### src/design/divider_pkg.sv
// package for the counter frequency divider: constants, enums and carrier structs
// assumes a single 100 MHz clock domain; no register bus, all settings are plain ports
package divider_pkg;

  localparam int          COUNT_WIDTH     = 32;
  localparam real         CLK_PERIOD_NS   = 10.0;
  localparam logic        GATE_UNGATED    = 1'h0;
  localparam logic        GATE_HIGH       = 1'h1;
  localparam logic        DIR_SRC_SW      = 1'h0;
  localparam logic        DIR_SRC_PIN     = 1'h1;
  localparam logic        DIR_DOWN        = 1'h0;
  localparam logic        DIR_UP          = 1'h1;
  localparam logic [31:0] DIVISOR_RESET   = 32'h0000_0002;
  localparam logic [31:0] COUNT_ONE       = 32'h0000_0001;
  localparam logic [31:0] COUNT_ZERO      = 32'h0000_0000;

  typedef enum logic [1:0] {
    ST_IDLE  = 2'b00,
    ST_RUN   = 2'b01
  } run_state_t;

  // software settings that together select the counting behaviour
  typedef struct packed {
    logic        use_internal;   // timebase setting above zero
    logic        gate_mode;
    logic        dir_source;
    logic        dir_sw;
    logic [31:0] divisor;
  } divider_cfg_t;

endpackage

### src/design/edge_sync.sv
// two-stage synchroniser with a registered rising-edge detector
// assumes the input is asynchronous to clk; ce freezes all state
`timescale 1ns/1ps
module edge_sync (
  input  wire logic clk,
  input  wire logic reset_n,
  input  wire logic ce,
  input  wire logic async_in,
  output logic      level,
  output logic      rise
);

  logic meta_q;
  logic meta_d;
  logic level_q;
  logic level_d;
  logic prev_q;
  logic prev_d;

  always_comb begin
    meta_d  = ce ? async_in : meta_q;
    level_d = ce ? meta_q : level_q;
    prev_d  = ce ? level_q : prev_q;
  end

  // only the second stage reads the first
  always_ff @(posedge clk) begin
    if (!reset_n) begin
      meta_q  <= 1'b0;
      level_q <= 1'b0;
      prev_q  <= 1'b0;
    end else begin
      meta_q  <= meta_d;
      level_q <= level_d;
      prev_q  <= prev_d;
    end
  end

  assign level = level_q;
  assign rise  = level_q & ~prev_q;

endmodule

### src/design/counter_frequency_divider.sv
// general-purpose counter used as a frequency divider
// assumes pins are asynchronous to clk and the settings are held stable while running
`timescale 1ns/1ps
// Functional notes
// - output frequency equals selected input clock frequency over the divisor
// - timebase setting zero or less counts external pin rising edges, else internal cycles
// - gate mode 0 ignores the gate and counts once software starts
// - gate mode 1 counts only while gate is high, holds while low
// - direction source 0 uses software bit, 1 uses the direction pin
// - software direction 0 counts down, 1 counts up
// - divisor is the load value, setting input cycles per output period
module counter_frequency_divider #(
  parameter int COUNT_WIDTH = divider_pkg::COUNT_WIDTH
) (
  input  wire logic                     clk,
  input  wire logic                     reset_n,
  input  wire logic                     ce,
  input  wire divider_pkg::divider_cfg_t cfg,
  input  wire logic                     start,
  input  wire logic                     stop,
  input  wire logic                     ext_count_clock_pin,
  input  wire logic                     gate_pin,
  input  wire logic                     direction_pin,
  output logic                          divider_output_pin,
  output logic                          running,
  output logic [COUNT_WIDTH-1:0]        count_value
);

  logic                   ext_rise;
  logic                   gate_level;
  logic                   dir_level;
  divider_pkg::run_state_t state_q;
  divider_pkg::run_state_t state_d;
  logic [COUNT_WIDTH-1:0] count_q;
  logic [COUNT_WIDTH-1:0] count_d;
  logic                   out_q;
  logic                   out_d;
  logic                   running_q;
  logic                   running_d;
  logic                   tick;
  logic                   enable;
  logic                   count_up;
  logic [COUNT_WIDTH-1:0] load;

  localparam logic [COUNT_WIDTH-1:0] CNT_ONE  = COUNT_WIDTH'(divider_pkg::COUNT_ONE);
  localparam logic [COUNT_WIDTH-1:0] CNT_ZERO = COUNT_WIDTH'(divider_pkg::COUNT_ZERO);

  edge_sync u_ext_sync (
    .clk      (clk),
    .reset_n  (reset_n),
    .ce       (ce),
    .async_in (ext_count_clock_pin),
    .level    (),
    .rise     (ext_rise)
  );

  edge_sync u_gate_sync (
    .clk      (clk),
    .reset_n  (reset_n),
    .ce       (ce),
    .async_in (gate_pin),
    .level    (gate_level),
    .rise     ()
  );

  edge_sync u_dir_sync (
    .clk      (clk),
    .reset_n  (reset_n),
    .ce       (ce),
    .async_in (direction_pin),
    .level    (dir_level),
    .rise     ()
  );

  // a divisor of zero behaves as one so the output never stalls
  function automatic logic [COUNT_WIDTH-1:0] safe_div(input logic [31:0] d);
    safe_div = (d == divider_pkg::COUNT_ZERO) ? COUNT_WIDTH'(divider_pkg::COUNT_ONE) : COUNT_WIDTH'(d);
  endfunction

  always_comb begin
    load     = safe_div(cfg.divisor);
    tick     = cfg.use_internal ? 1'b1 : ext_rise;
    enable   = (cfg.gate_mode == divider_pkg::GATE_UNGATED) ? 1'b1 : gate_level;
    count_up = (cfg.dir_source == divider_pkg::DIR_SRC_PIN) ? dir_level
             : (cfg.dir_sw == divider_pkg::DIR_UP);
  end

  // up-counting runs 0..divisor-1, down-counting divisor..1; both wrap after divisor ticks
  always_comb begin
    state_d = state_q;
    count_d = count_q;
    out_d   = 1'b0;
    if (ce) begin
      case (state_q)
        divider_pkg::ST_IDLE: begin
          if (start) begin
            state_d = divider_pkg::ST_RUN;
            count_d = count_up ? COUNT_WIDTH'(divider_pkg::COUNT_ZERO) : load;
          end
        end
        divider_pkg::ST_RUN: begin
          if (stop) begin
            state_d = divider_pkg::ST_IDLE;
          end else if (tick && enable) begin
            if (count_up) begin
              if (count_q >= load - COUNT_WIDTH'(divider_pkg::COUNT_ONE)) begin
                count_d = COUNT_WIDTH'(divider_pkg::COUNT_ZERO);
                out_d   = 1'b1;
              end else begin
                count_d = count_q + COUNT_WIDTH'(divider_pkg::COUNT_ONE);
              end
            end else begin
              if (count_q <= COUNT_WIDTH'(divider_pkg::COUNT_ONE)) begin
                count_d = load;
                out_d   = 1'b1;
              end else begin
                count_d = count_q - COUNT_WIDTH'(divider_pkg::COUNT_ONE);
              end
            end
          end
        end
        default: state_d = divider_pkg::ST_IDLE;
      endcase
    end else begin
      out_d = out_q;
    end
    // registered copy so the status output leaves a flop directly
    running_d = (state_d == divider_pkg::ST_RUN);
  end

  always_ff @(posedge clk) begin
    if (!reset_n) begin
      state_q <= divider_pkg::ST_IDLE;
      count_q <= COUNT_WIDTH'(divider_pkg::COUNT_ZERO);
      out_q     <= 1'b0;
      running_q <= 1'b0;
    end else begin
      state_q   <= state_d;
      count_q   <= count_d;
      out_q     <= out_d;
      running_q <= running_d;
    end
  end

  assign divider_output_pin = out_q;
  assign running            = running_q;
  assign count_value        = count_q;

  // pulse lasts one enabled cycle only; a divisor of one on the internal timebase legally pulses every cycle
  AST_PULSE_ONE: assert property (@(posedge clk) disable iff (!reset_n)
    (divider_output_pin && ce && load != CNT_ONE) |=> !divider_output_pin)
    else $error("divider pulse longer than one cycle");

  AST_NO_PULSE_IDLE: assert property (@(posedge clk) disable iff (!reset_n)
    (!running && ce) |=> !divider_output_pin)
    else $error("divider pulse while idle");

  AST_GATE_HOLD: assert property (@(posedge clk) disable iff (!reset_n)
    (running && ce && !stop && cfg.gate_mode && !gate_level) |=> $stable(count_value))
    else $error("count moved with gate low");

  AST_EXT_HOLD: assert property (@(posedge clk) disable iff (!reset_n)
    (running && ce && !stop && !cfg.use_internal && !ext_rise) |=> $stable(count_value))
    else $error("count moved without external edge");

  AST_INT_ADV: assert property (@(posedge clk) disable iff (!reset_n)
    (running && ce && !stop && cfg.use_internal && !cfg.gate_mode && load > 32'h2)
      |=> !$stable(count_value))
    else $error("ungated internal count stalled");

  AST_DOWN_STEP: assert property (@(posedge clk) disable iff (!reset_n)
    (running && ce && !stop && enable && tick && !cfg.dir_source && !cfg.dir_sw && count_value > 32'h1)
      |=> count_value == $past(count_value) - 32'h1)
    else $error("software down count wrong");

  AST_PIN_DIR: assert property (@(posedge clk) disable iff (!reset_n)
    (running && ce && !stop && enable && tick && cfg.dir_source && dir_level && count_value < load - 32'h1)
      |=> count_value == $past(count_value) + 32'h1)
    else $error("pin direction not followed");

  AST_RELOAD: assert property (@(posedge clk) disable iff (!reset_n)
    (running && ce && !stop && enable && tick && !count_up && count_value <= 32'h1)
      |=> (count_value == load) && divider_output_pin)
    else $error("terminal count did not reload");

  AST_START_DOWN: assert property (@(posedge clk) disable iff (!reset_n)
    (!running && ce && start && !count_up) |=> running && (count_value == load))
    else $error("down count did not load the divisor at start");

  AST_START_UP: assert property (@(posedge clk) disable iff (!reset_n)
    (!running && ce && start && count_up) |=> running && (count_value == CNT_ZERO))
    else $error("up count did not start from zero");

  AST_UP_STEP: assert property (@(posedge clk) disable iff (!reset_n)
    (running && ce && !stop && enable && tick && !cfg.dir_source && cfg.dir_sw && count_value < load - CNT_ONE)
      |=> count_value == $past(count_value) + CNT_ONE)
    else $error("software up count wrong");

  AST_UP_WRAP: assert property (@(posedge clk) disable iff (!reset_n)
    (running && ce && !stop && enable && tick && count_up && count_value >= load - CNT_ONE)
      |=> (count_value == CNT_ZERO) && divider_output_pin)
    else $error("up count did not wrap with a pulse");

  AST_PIN_DOWN: assert property (@(posedge clk) disable iff (!reset_n)
    (running && ce && !stop && enable && tick && cfg.dir_source && !dir_level && count_value > CNT_ONE)
      |=> count_value == $past(count_value) - CNT_ONE)
    else $error("pin down direction not followed");

  AST_GATED_ADV: assert property (@(posedge clk) disable iff (!reset_n)
    (running && ce && !stop && cfg.use_internal && cfg.gate_mode && gate_level && load != CNT_ONE)
      |=> !$stable(count_value))
    else $error("gated count stalled with gate high");

  AST_EXT_ADV: assert property (@(posedge clk) disable iff (!reset_n)
    (running && ce && !stop && !cfg.use_internal && ext_rise && enable && load != CNT_ONE)
      |=> !$stable(count_value))
    else $error("external edge not counted");

  AST_STOP_IDLE: assert property (@(posedge clk) disable iff (!reset_n)
    (running && ce && stop) |=> !running && !divider_output_pin)
    else $error("stop did not return to idle");

  // a low enable must freeze everything, including a pulse in flight
  AST_CE_FREEZE: assert property (@(posedge clk) disable iff (!reset_n)
    (!ce) |=> $stable(count_value) && $stable(divider_output_pin) && $stable(running))
    else $error("state moved with clock enable low");

  COV_PULSE: cover property (@(posedge clk) divider_output_pin);
  COV_GATED: cover property (@(posedge clk) running && cfg.gate_mode && !gate_level);
  COV_UP_WRAP: cover property (@(posedge clk) running && count_up && divider_output_pin);
  COV_EXT_PULSE: cover property (@(posedge clk) running && !cfg.use_internal && divider_output_pin);
  COV_FROZEN: cover property (@(posedge clk) running && !ce);

endmodule

### config.mk
export PLATFORM = sky130hd
export DESIGN_NAME = counter_frequency_divider
export DESIGN_NICKNAME = d
export VERILOG_FILES = /design/src/design/divider_pkg.sv /design/src/design/edge_sync.sv /design/src/design/counter_frequency_divider.sv
export SDC_FILE = /design/constraint.sdc
export NUM_CORES = 1
export LEC_CHECK = 0
export CAP_MARGIN = 25
export CORE_MARGIN = 2
export CORE_UTILIZATION = 51
export DETAILED_ROUTE_END_ITERATION = 6
export DONT_BUFFER_PORTS = 1
export GPL_TIMING_DRIVEN = 1
export HOLD_SLACK_MARGIN = 0.06
export PLACE_DENSITY = 0.66
export SYNTH_ARGS = -nofsm -noshare
export SYNTH_HDL_FRONTEND = slang
export SYNTH_SLANG_ARGS = --single-unit
### constraint.sdc
create_clock -name clk -period 9.3 [get_ports clk]
set_clock_uncertainty 0.1 [all_clocks]
set_input_delay 1.86 -clock clk [delete_from_list [all_inputs] [get_ports clk]]
set_output_delay 1.86 -clock clk [all_outputs]
set_load 0.01 [all_outputs]
==> results.md, run 1 <==
- I/O pin cnt: 78
- Ys async rst share: 0
- Post-Route WL: around 15 mm
- Max Fclk: 0.145 GHz
- Vias in the first global route: approximately 4700
- DRT antenna net count: 0
- VDD IR max: about 73 µV
- Reg2Reg Launch Point: count_value[0]$_SDFFE_PN0P_
- Syn_nets: 750
- Least-Margin Pin Slew: 0.800 ns
- CTS tree: yes
- Finished layout cell area: ~5000 µm²
- Grt ovf: 0
- Buf+Inv Stages, Crit Path: 1
- Mapped Cells: between 600 and 700
- Die width: approximately 100 µm
- Detailed-route vias per instance: 6.62
- Final Net Count: 709
- Reg area: around 860 µm²
- Clock-pin slew on the worst setup and hold paths: about 0.10 ns
- Detailed Route Iter0 Violations: 327
- Crit-path slowest cell: or4_1
- Status: finished, final reports clean
- Synth Warn #: 0
- Pre-CTS WS: 2.13 ns
- RSZ-0062 raised after global routing: false
- Setup crit start kind: primary input
- Delay-heaviest family, CP: simple AND/OR/NAND/NOR gates
- Avg Cell Area, Syn: between 7 and 8 µm²
- DR WL/cell: 19.6 µm
- Global-route wire length before repair: roughly 24 mm
- FILL cells: just over 900
- Post-Syn Area: around 5000 µm²
- Port Buf Inserts: 0
- Worst setup EP type: flip-flop
- Worst reg2reg setup slack: between 5 and 6 ns
- Worst hold start: u_gate_sync.level$_SDFFE_PN0P_
- Clock sink total: 43
- Prevailing post-synth register cell: dfxtp_1
- Fin Hold WS: 0.403 ns
- Max-slew headroom: 0.462
- Number of flops mapped to enable cells by yosys: 0
- Total Neg Setup Slack: 0 ns
- Largest net degree at the start of global routing: 53
- Worst hold-check path type: flip-flop to flip-flop
- Distinct cells, synth: 72
- Clk_lat worst skew: 0.30 ns
- Synth-to-Final Area Change: 1.61%
- Most common cell in the netlist: nor2_1
- Synth area leaders: dfxtp_1 (18%), ha_1 (9.2%), xnor2_1 (5.7%)
- Top-area cell type share of the netlist area: 0.175
- Largest area contributor in the netlist: dfxtp_1
- Hold Path Stages: 2
- Share of the yosys chip area belonging to registers: 0.175
- Post-CTS Hold Buffers: 0
- Util after Layout: 0.537
- Crit path max fanout: between 50 and 60
- Global placement routability congestion: roughly 0.89
- Post-CTS Resized: 0
- Placed cell areas: around 5000 µm²
- R2R depth: 10
- Leakage: 1.71 nW
- All-layer global routing usage: 0.289
- Worst path max stage delay: 0.59 ns
- Core box area: 9280 µm²
- CTS buffer count: 5
- Area of the multi-input gates: 3780 µm²
- Initial core utilization: 0.529
- Minimum clock period: approximately 6.9 ns
- Die height: between 100 and 150 µm
- Drt pass-1 iters: 5
- Pwr Total: 0.573 mW
- Vias: between 5000 and 6000
- Max-Cap Viols: 0
- Share of layout cells above drive strength 1: 0.0667
- Num rows: 35
- Final setup viols: 0
- DRC Markers: 0
- CP Class: primary input to flip-flop
- Clock Path Buffers: 2
- Initial antenna violation count: 0
- Max H-tree Level: 2
- HPWL after detailed placement: 10.8 mm
- Crit path depth: 18
- Crit-path cells: or4_1 > nor4b_1 > a41oi_1 > ha_1 > nand2_1 > or2_1 > nor2_2 > nand2_1 > xor2_1 > ha_1 > and4_1 > a211oi_1 > o221ai_1 > or4_1 > o21ai_4 > buf_4 > o211ai_1 > a21oi_1
- Critical Path AT: 7.04 ns
- Non-Filler Instances: 759
- Worst EP required: approximately 9.4 ns
- Hold violation count in the final report: 0
- Tcrit/Tclk final: 0.743
- Reg2reg end: count_value[12]$_SDFFE_PN0P_
- Setup bufs post-CTS: 0
- Register bit total from synthesis: between 40 and 50
- DIE AREA: roughly 10000 µm²
- Hold Path End: u_gate_sync.level$_SDFFE_PN0P_
- Pwr dens: 115 nW/µm²
- Final setup margin: about 2.4 ns
- Root Buffer: clkbuf_8
- Diode count: 0
- Fin. max-slew vios: 0
- Inst Count DP: around 750
- Synth top cells by count: nor2_1 (67), nand2_1 (55), a21oi_1 (46)
## placed cells by master, fill, tap and decap left out, types with 10 or more instances in the layout
cell / n
nand2_1: 55
inv_1: 10
a21oi_1: 46
nand4_1: 12
or4_1: 12
nor3_1: 29
a211oi_1: 15
or3_1: 14
nor2_1: 67
ha_1: 36
xnor2_1: 32
o21ai_0: 11
xor2_1: 22
nand3_1: 34
nor4_1: 17
dfxtp_1: 43
a31oi_1: 20
## power by group
| part | switching, mW | internal, mW |
|---|---|---|
| Clock | 0.0775 | 0.0555 |
| Combinational | 0.126 | 0.0873 |
| Sequential | 0.0327 | 0.194 |
| Total | 0.236 | 0.337 |
## cell families after synthesis
logic type	count (synthesis)	share of synthesized area
and+or+nand+nor	299	0.332
AOI/OAI and AO/OA	161	0.223
buffers and inverters	66	0.0586
xor gates and xnor gates	54	0.0963
DFF	43	0.175
adders and majority gates	36	0.0917
muxes	11	0.0232
## worst max path at each step
stage	startpoint	end	slack [ns]
global placement	cfg[23]	count_value[25]$_SDFFE_PN0P_	2.31
global route	cfg[13]	count_value[10]$_SDFFE_PN0P_	2.01
detailed placement	cfg[23]	count_value[23]$_SDFFE_PN0P_	2.13
CTS	cfg[23]	count_value[15]$_SDFFE_PN0P_	2.43
finish	cfg[23]	count_value[15]$_SDFFE_PN0P_	2.39
floorplan	cfg[23]	count_value[24]$_SDFFE_PN0P_	3.18
## sequential cells by signal (all words and copies together) (netlist names)
register            count
u_dir_sync.level        1
count_value            32
u_ext_sync.level        1
running                 1
u_gate_sync.meta_q      1
u_ext_sync.prev_q       1
u_gate_sync.level       1
state_q                 2
u_dir_sync.meta_q       1
u_ext_sync.meta_q       1
divider_output_pin      1
## layer usage
metal | vias to the layer above | GRT usage | part of all wire
met5 | - | 0 | 0
met4 | 0 | 0.0656 | 0.0096
li1 | 2422 | - | -
met1 | 2360 | 0.400 | 0.44
met3 | 14 | 0.0575 | 0.092
met2 | 229 | 0.464 | 0.46
## area by class of cell
cell class | instances | area share
Clock buffer | 5 | 0.0138
Clock inverter | 3 | 0.00527
Inverter | 11 | 0.00827
Multi-Input combinational cell | 561 | 0.757
Sequential cell | 43 | 0.173
Tap cell | 129 | 0.0323
Timing Repair Buffer | 7 | 0.0105
## worst reg2reg max path: stages, from the launching register on
cell and delay, ns:
dfxtp_1 0.58, inv_1 0.20, ha_1 0.42, o21ba_2 0.27, and3_1 0.21, a31oi_4 0.36, buf_4 0.54, nor2_1 0.15
a211oi_2 0.27, o221ai_1 0.16, a21oi_1 0.14
Power figures use the tool's default switching activity.
==> run 2: changes to the inputs <==
clock period = 7.07 ns   (was 9.3 ns; I/O delays follow)
==> results.md, run 2 (synthesized netlist as in run 1, its figures left out) <==
- Area of the multi-input gates: about 3800 µm²
- Final Net Count: around 710
- Initial antenna violation count: 0
- Placed cell areas: 4930 µm²
- All-layer global routing usage: 0.283
- Detailed-route vias per instance: approximately 6.6
- Critical Path AT: about 6.2 ns
- Worst EP required: approximately 7.2 ns
- Critical path startpoint: cfg[13]
- Final setup viols: 0
- Hold violation count in the final report: 0
- Core box area: about 9300 µm²
- Post-CTS Hold Buffers: 0
- DRC Markers: 0
- CTS tree: yes
- Global-route wire length before repair: between 20 and 25 mm
- Crit path max fanout: 52
- Setup bufs post-CTS: 0
- Largest net degree at the start of global routing: between 50 and 60
- Max H-tree Level: 2
- Met1 usage: 0.381
- Vias: about 5000
- Diode count: 0
- Least-Margin Pin Slew: 0.772 ns
- Max-slew headroom: 0.481
- Synth-to-Final Area Change: 2.55%
- RSZ-0062 raised after global routing: false
- Worst path max stage delay: around 0.65 ns
- Biggest register: count_value
- Total Neg Setup Slack: 0 ns
- Reg2Reg Launch Point: count_value[0]$_SDFFE_PN0P_
- VDD IR max: around 90 µV
- DR WL/cell: roughly 20 µm
- Post-CTS Resized: 0
- Setup crit start kind: primary input
- I/O pin cnt: just under 80
- Crit path depth: 18
- Worst hold-check path type: flip-flop to flip-flop
- CTS buffer count: 5
- Fin. max-slew vios: 0
- Reg area: about 860 µm²
- Post-Route WL: 14.9 mm
- Most frequent cells in the layout: nor2_1 (67), nand2_1 (55), a21oi_1 (46)
- Clock Path Buffers: 2
- Max Fclk: 0.165 GHz
- Minimum clock period: 6.06 ns
- Worst hold start: u_dir_sync.meta_q$_SDFFE_PN0P_
- Grt met3 use: 0.0663
- Die height: roughly 100 µm
- Clock-pin slew on the worst setup and hold paths: 0.11 ns
- Port Buf Inserts: 0
- Detailed Route Iter0 Violations: around 290
- Largest register FFs: 32
- DIE AREA: ~10000 µm²
- Commonest non-fill, non-tap cell in the layout: nor2_1
- Hold Path Stages: 2
- Global Route met2 Usage: 0.463
- Root Buffer: clkbuf_8
- Status: finished, final reports clean
- Grt ovf: 0
- Tcrit/Tclk final: 0.858
- Worst setup EP type: flip-flop
- Drt pass-1 iters: 5
- Crit-path cells: or4_1 > nor4_1 > a41oi_1 > ha_1 > nand2_1 > or2_1 > nor2_2 > nand2_1 > xor2_1 > ha_1 > and4_1 > a211oi_1 > o221ai_1 > or4_1 > o21ai_4 > buf_4 > nand3_1 > a41oi_1
- HPWL after detailed placement: 11.0 mm
- Crit-path slowest cell: or4_1
- Max-Cap Viols: 0
- FILL cells: a little over 900
- R2R depth: 10
- Die width: between 100 and 150 µm
- Leakage: 1.73 nW
- Buf+Inv Stages, Crit Path: 1
- Initial core utilization: 0.529
- GRT busiest layer: met2
- CP Class: primary input to flip-flop
- Vias in the first global route: between 4000 and 5000
- DRT antenna net count: 0
- Finished layout cell area: just over 5000 µm²
- Clk_lat worst skew: 0.31 ns
- Num rows: 35
- Pwr dens: around 150 nW/µm²
- Global placement routability congestion: just under 0.9
- Share of layout cells above drive strength 1: 0.0711
- Top Registers: count_value: 32 flops, state_q: 2 flops
- Clock sink total: 43
- Delay-heaviest family, CP: simple AND/OR/NAND/NOR gates
run 2: cell count changes in the layout (fill, tap and decap cells not counted):
cell	delta
buf_4	+1
buf_6	+1
buf_16	+1
run 2: where the power goes:
part	switching [mW]	internal, mW
Sequential	0.0428	0.255
Combinational	0.166	0.117
Clock	0.106	0.0731
Total	0.314	0.445
run 2: worst min-delay path: cells and delay by family, from the launching register on:
family / cells / cell delay (ns)
flops: 1 / 0.34
simple gates: 1 / 0.07
mux: 1 / 0.06
run 2: area by class of cell:
class | count | area share
Clock buffer | 5 | 0.0137
Clock inverter | 3 | 0.00522
Inverter | 11 | 0.00820
Multi-Input combinational cell | 561 | 0.750
Sequential cell | 43 | 0.171
Tap cell | 129 | 0.0320
Timing Repair Buffer | 10 | 0.0196
run 2: per-layer routing:
metal | wire [µm] | vias up
met2 | 6890 | 213
met4 | 181 | 0
met3 | 1250 | 14
met5 | 0 | -
met1 | 6580 | 2412
li1 | - | 2428
run 2: worst paths after layout:
check | endpoint | slack, ns
setup / recovery | count_value[23]$_SDFFE_PN0P_ | 1.01
hold / removal | u_dir_sync.meta_q$_SDFFE_PN0P_ | 0.41
setup reg to reg | count_value[16]$_SDFFE_PN0P_ | 3.48
hold reg to reg | u_dir_sync.meta_q$_SDFFE_PN0P_ | 0.41
run 2: stage by stage:
step,std cells,setup slack (ns),power (mW),util,hold WS (ns)
6_report,762,1.01,0.759,0.542,0.407
4_1_cts,761,1.03,0.755,0.541,0.415
3_5_place_dp,753,0.689,0.580,0.531,0.390
5_1_grt,762,0.667,0.802,0.542,0.432
3_3_place_gp,752,0.857,0.570,0.528,0.368
2_1_floorplan,670,1.40,0.523,-,0.351
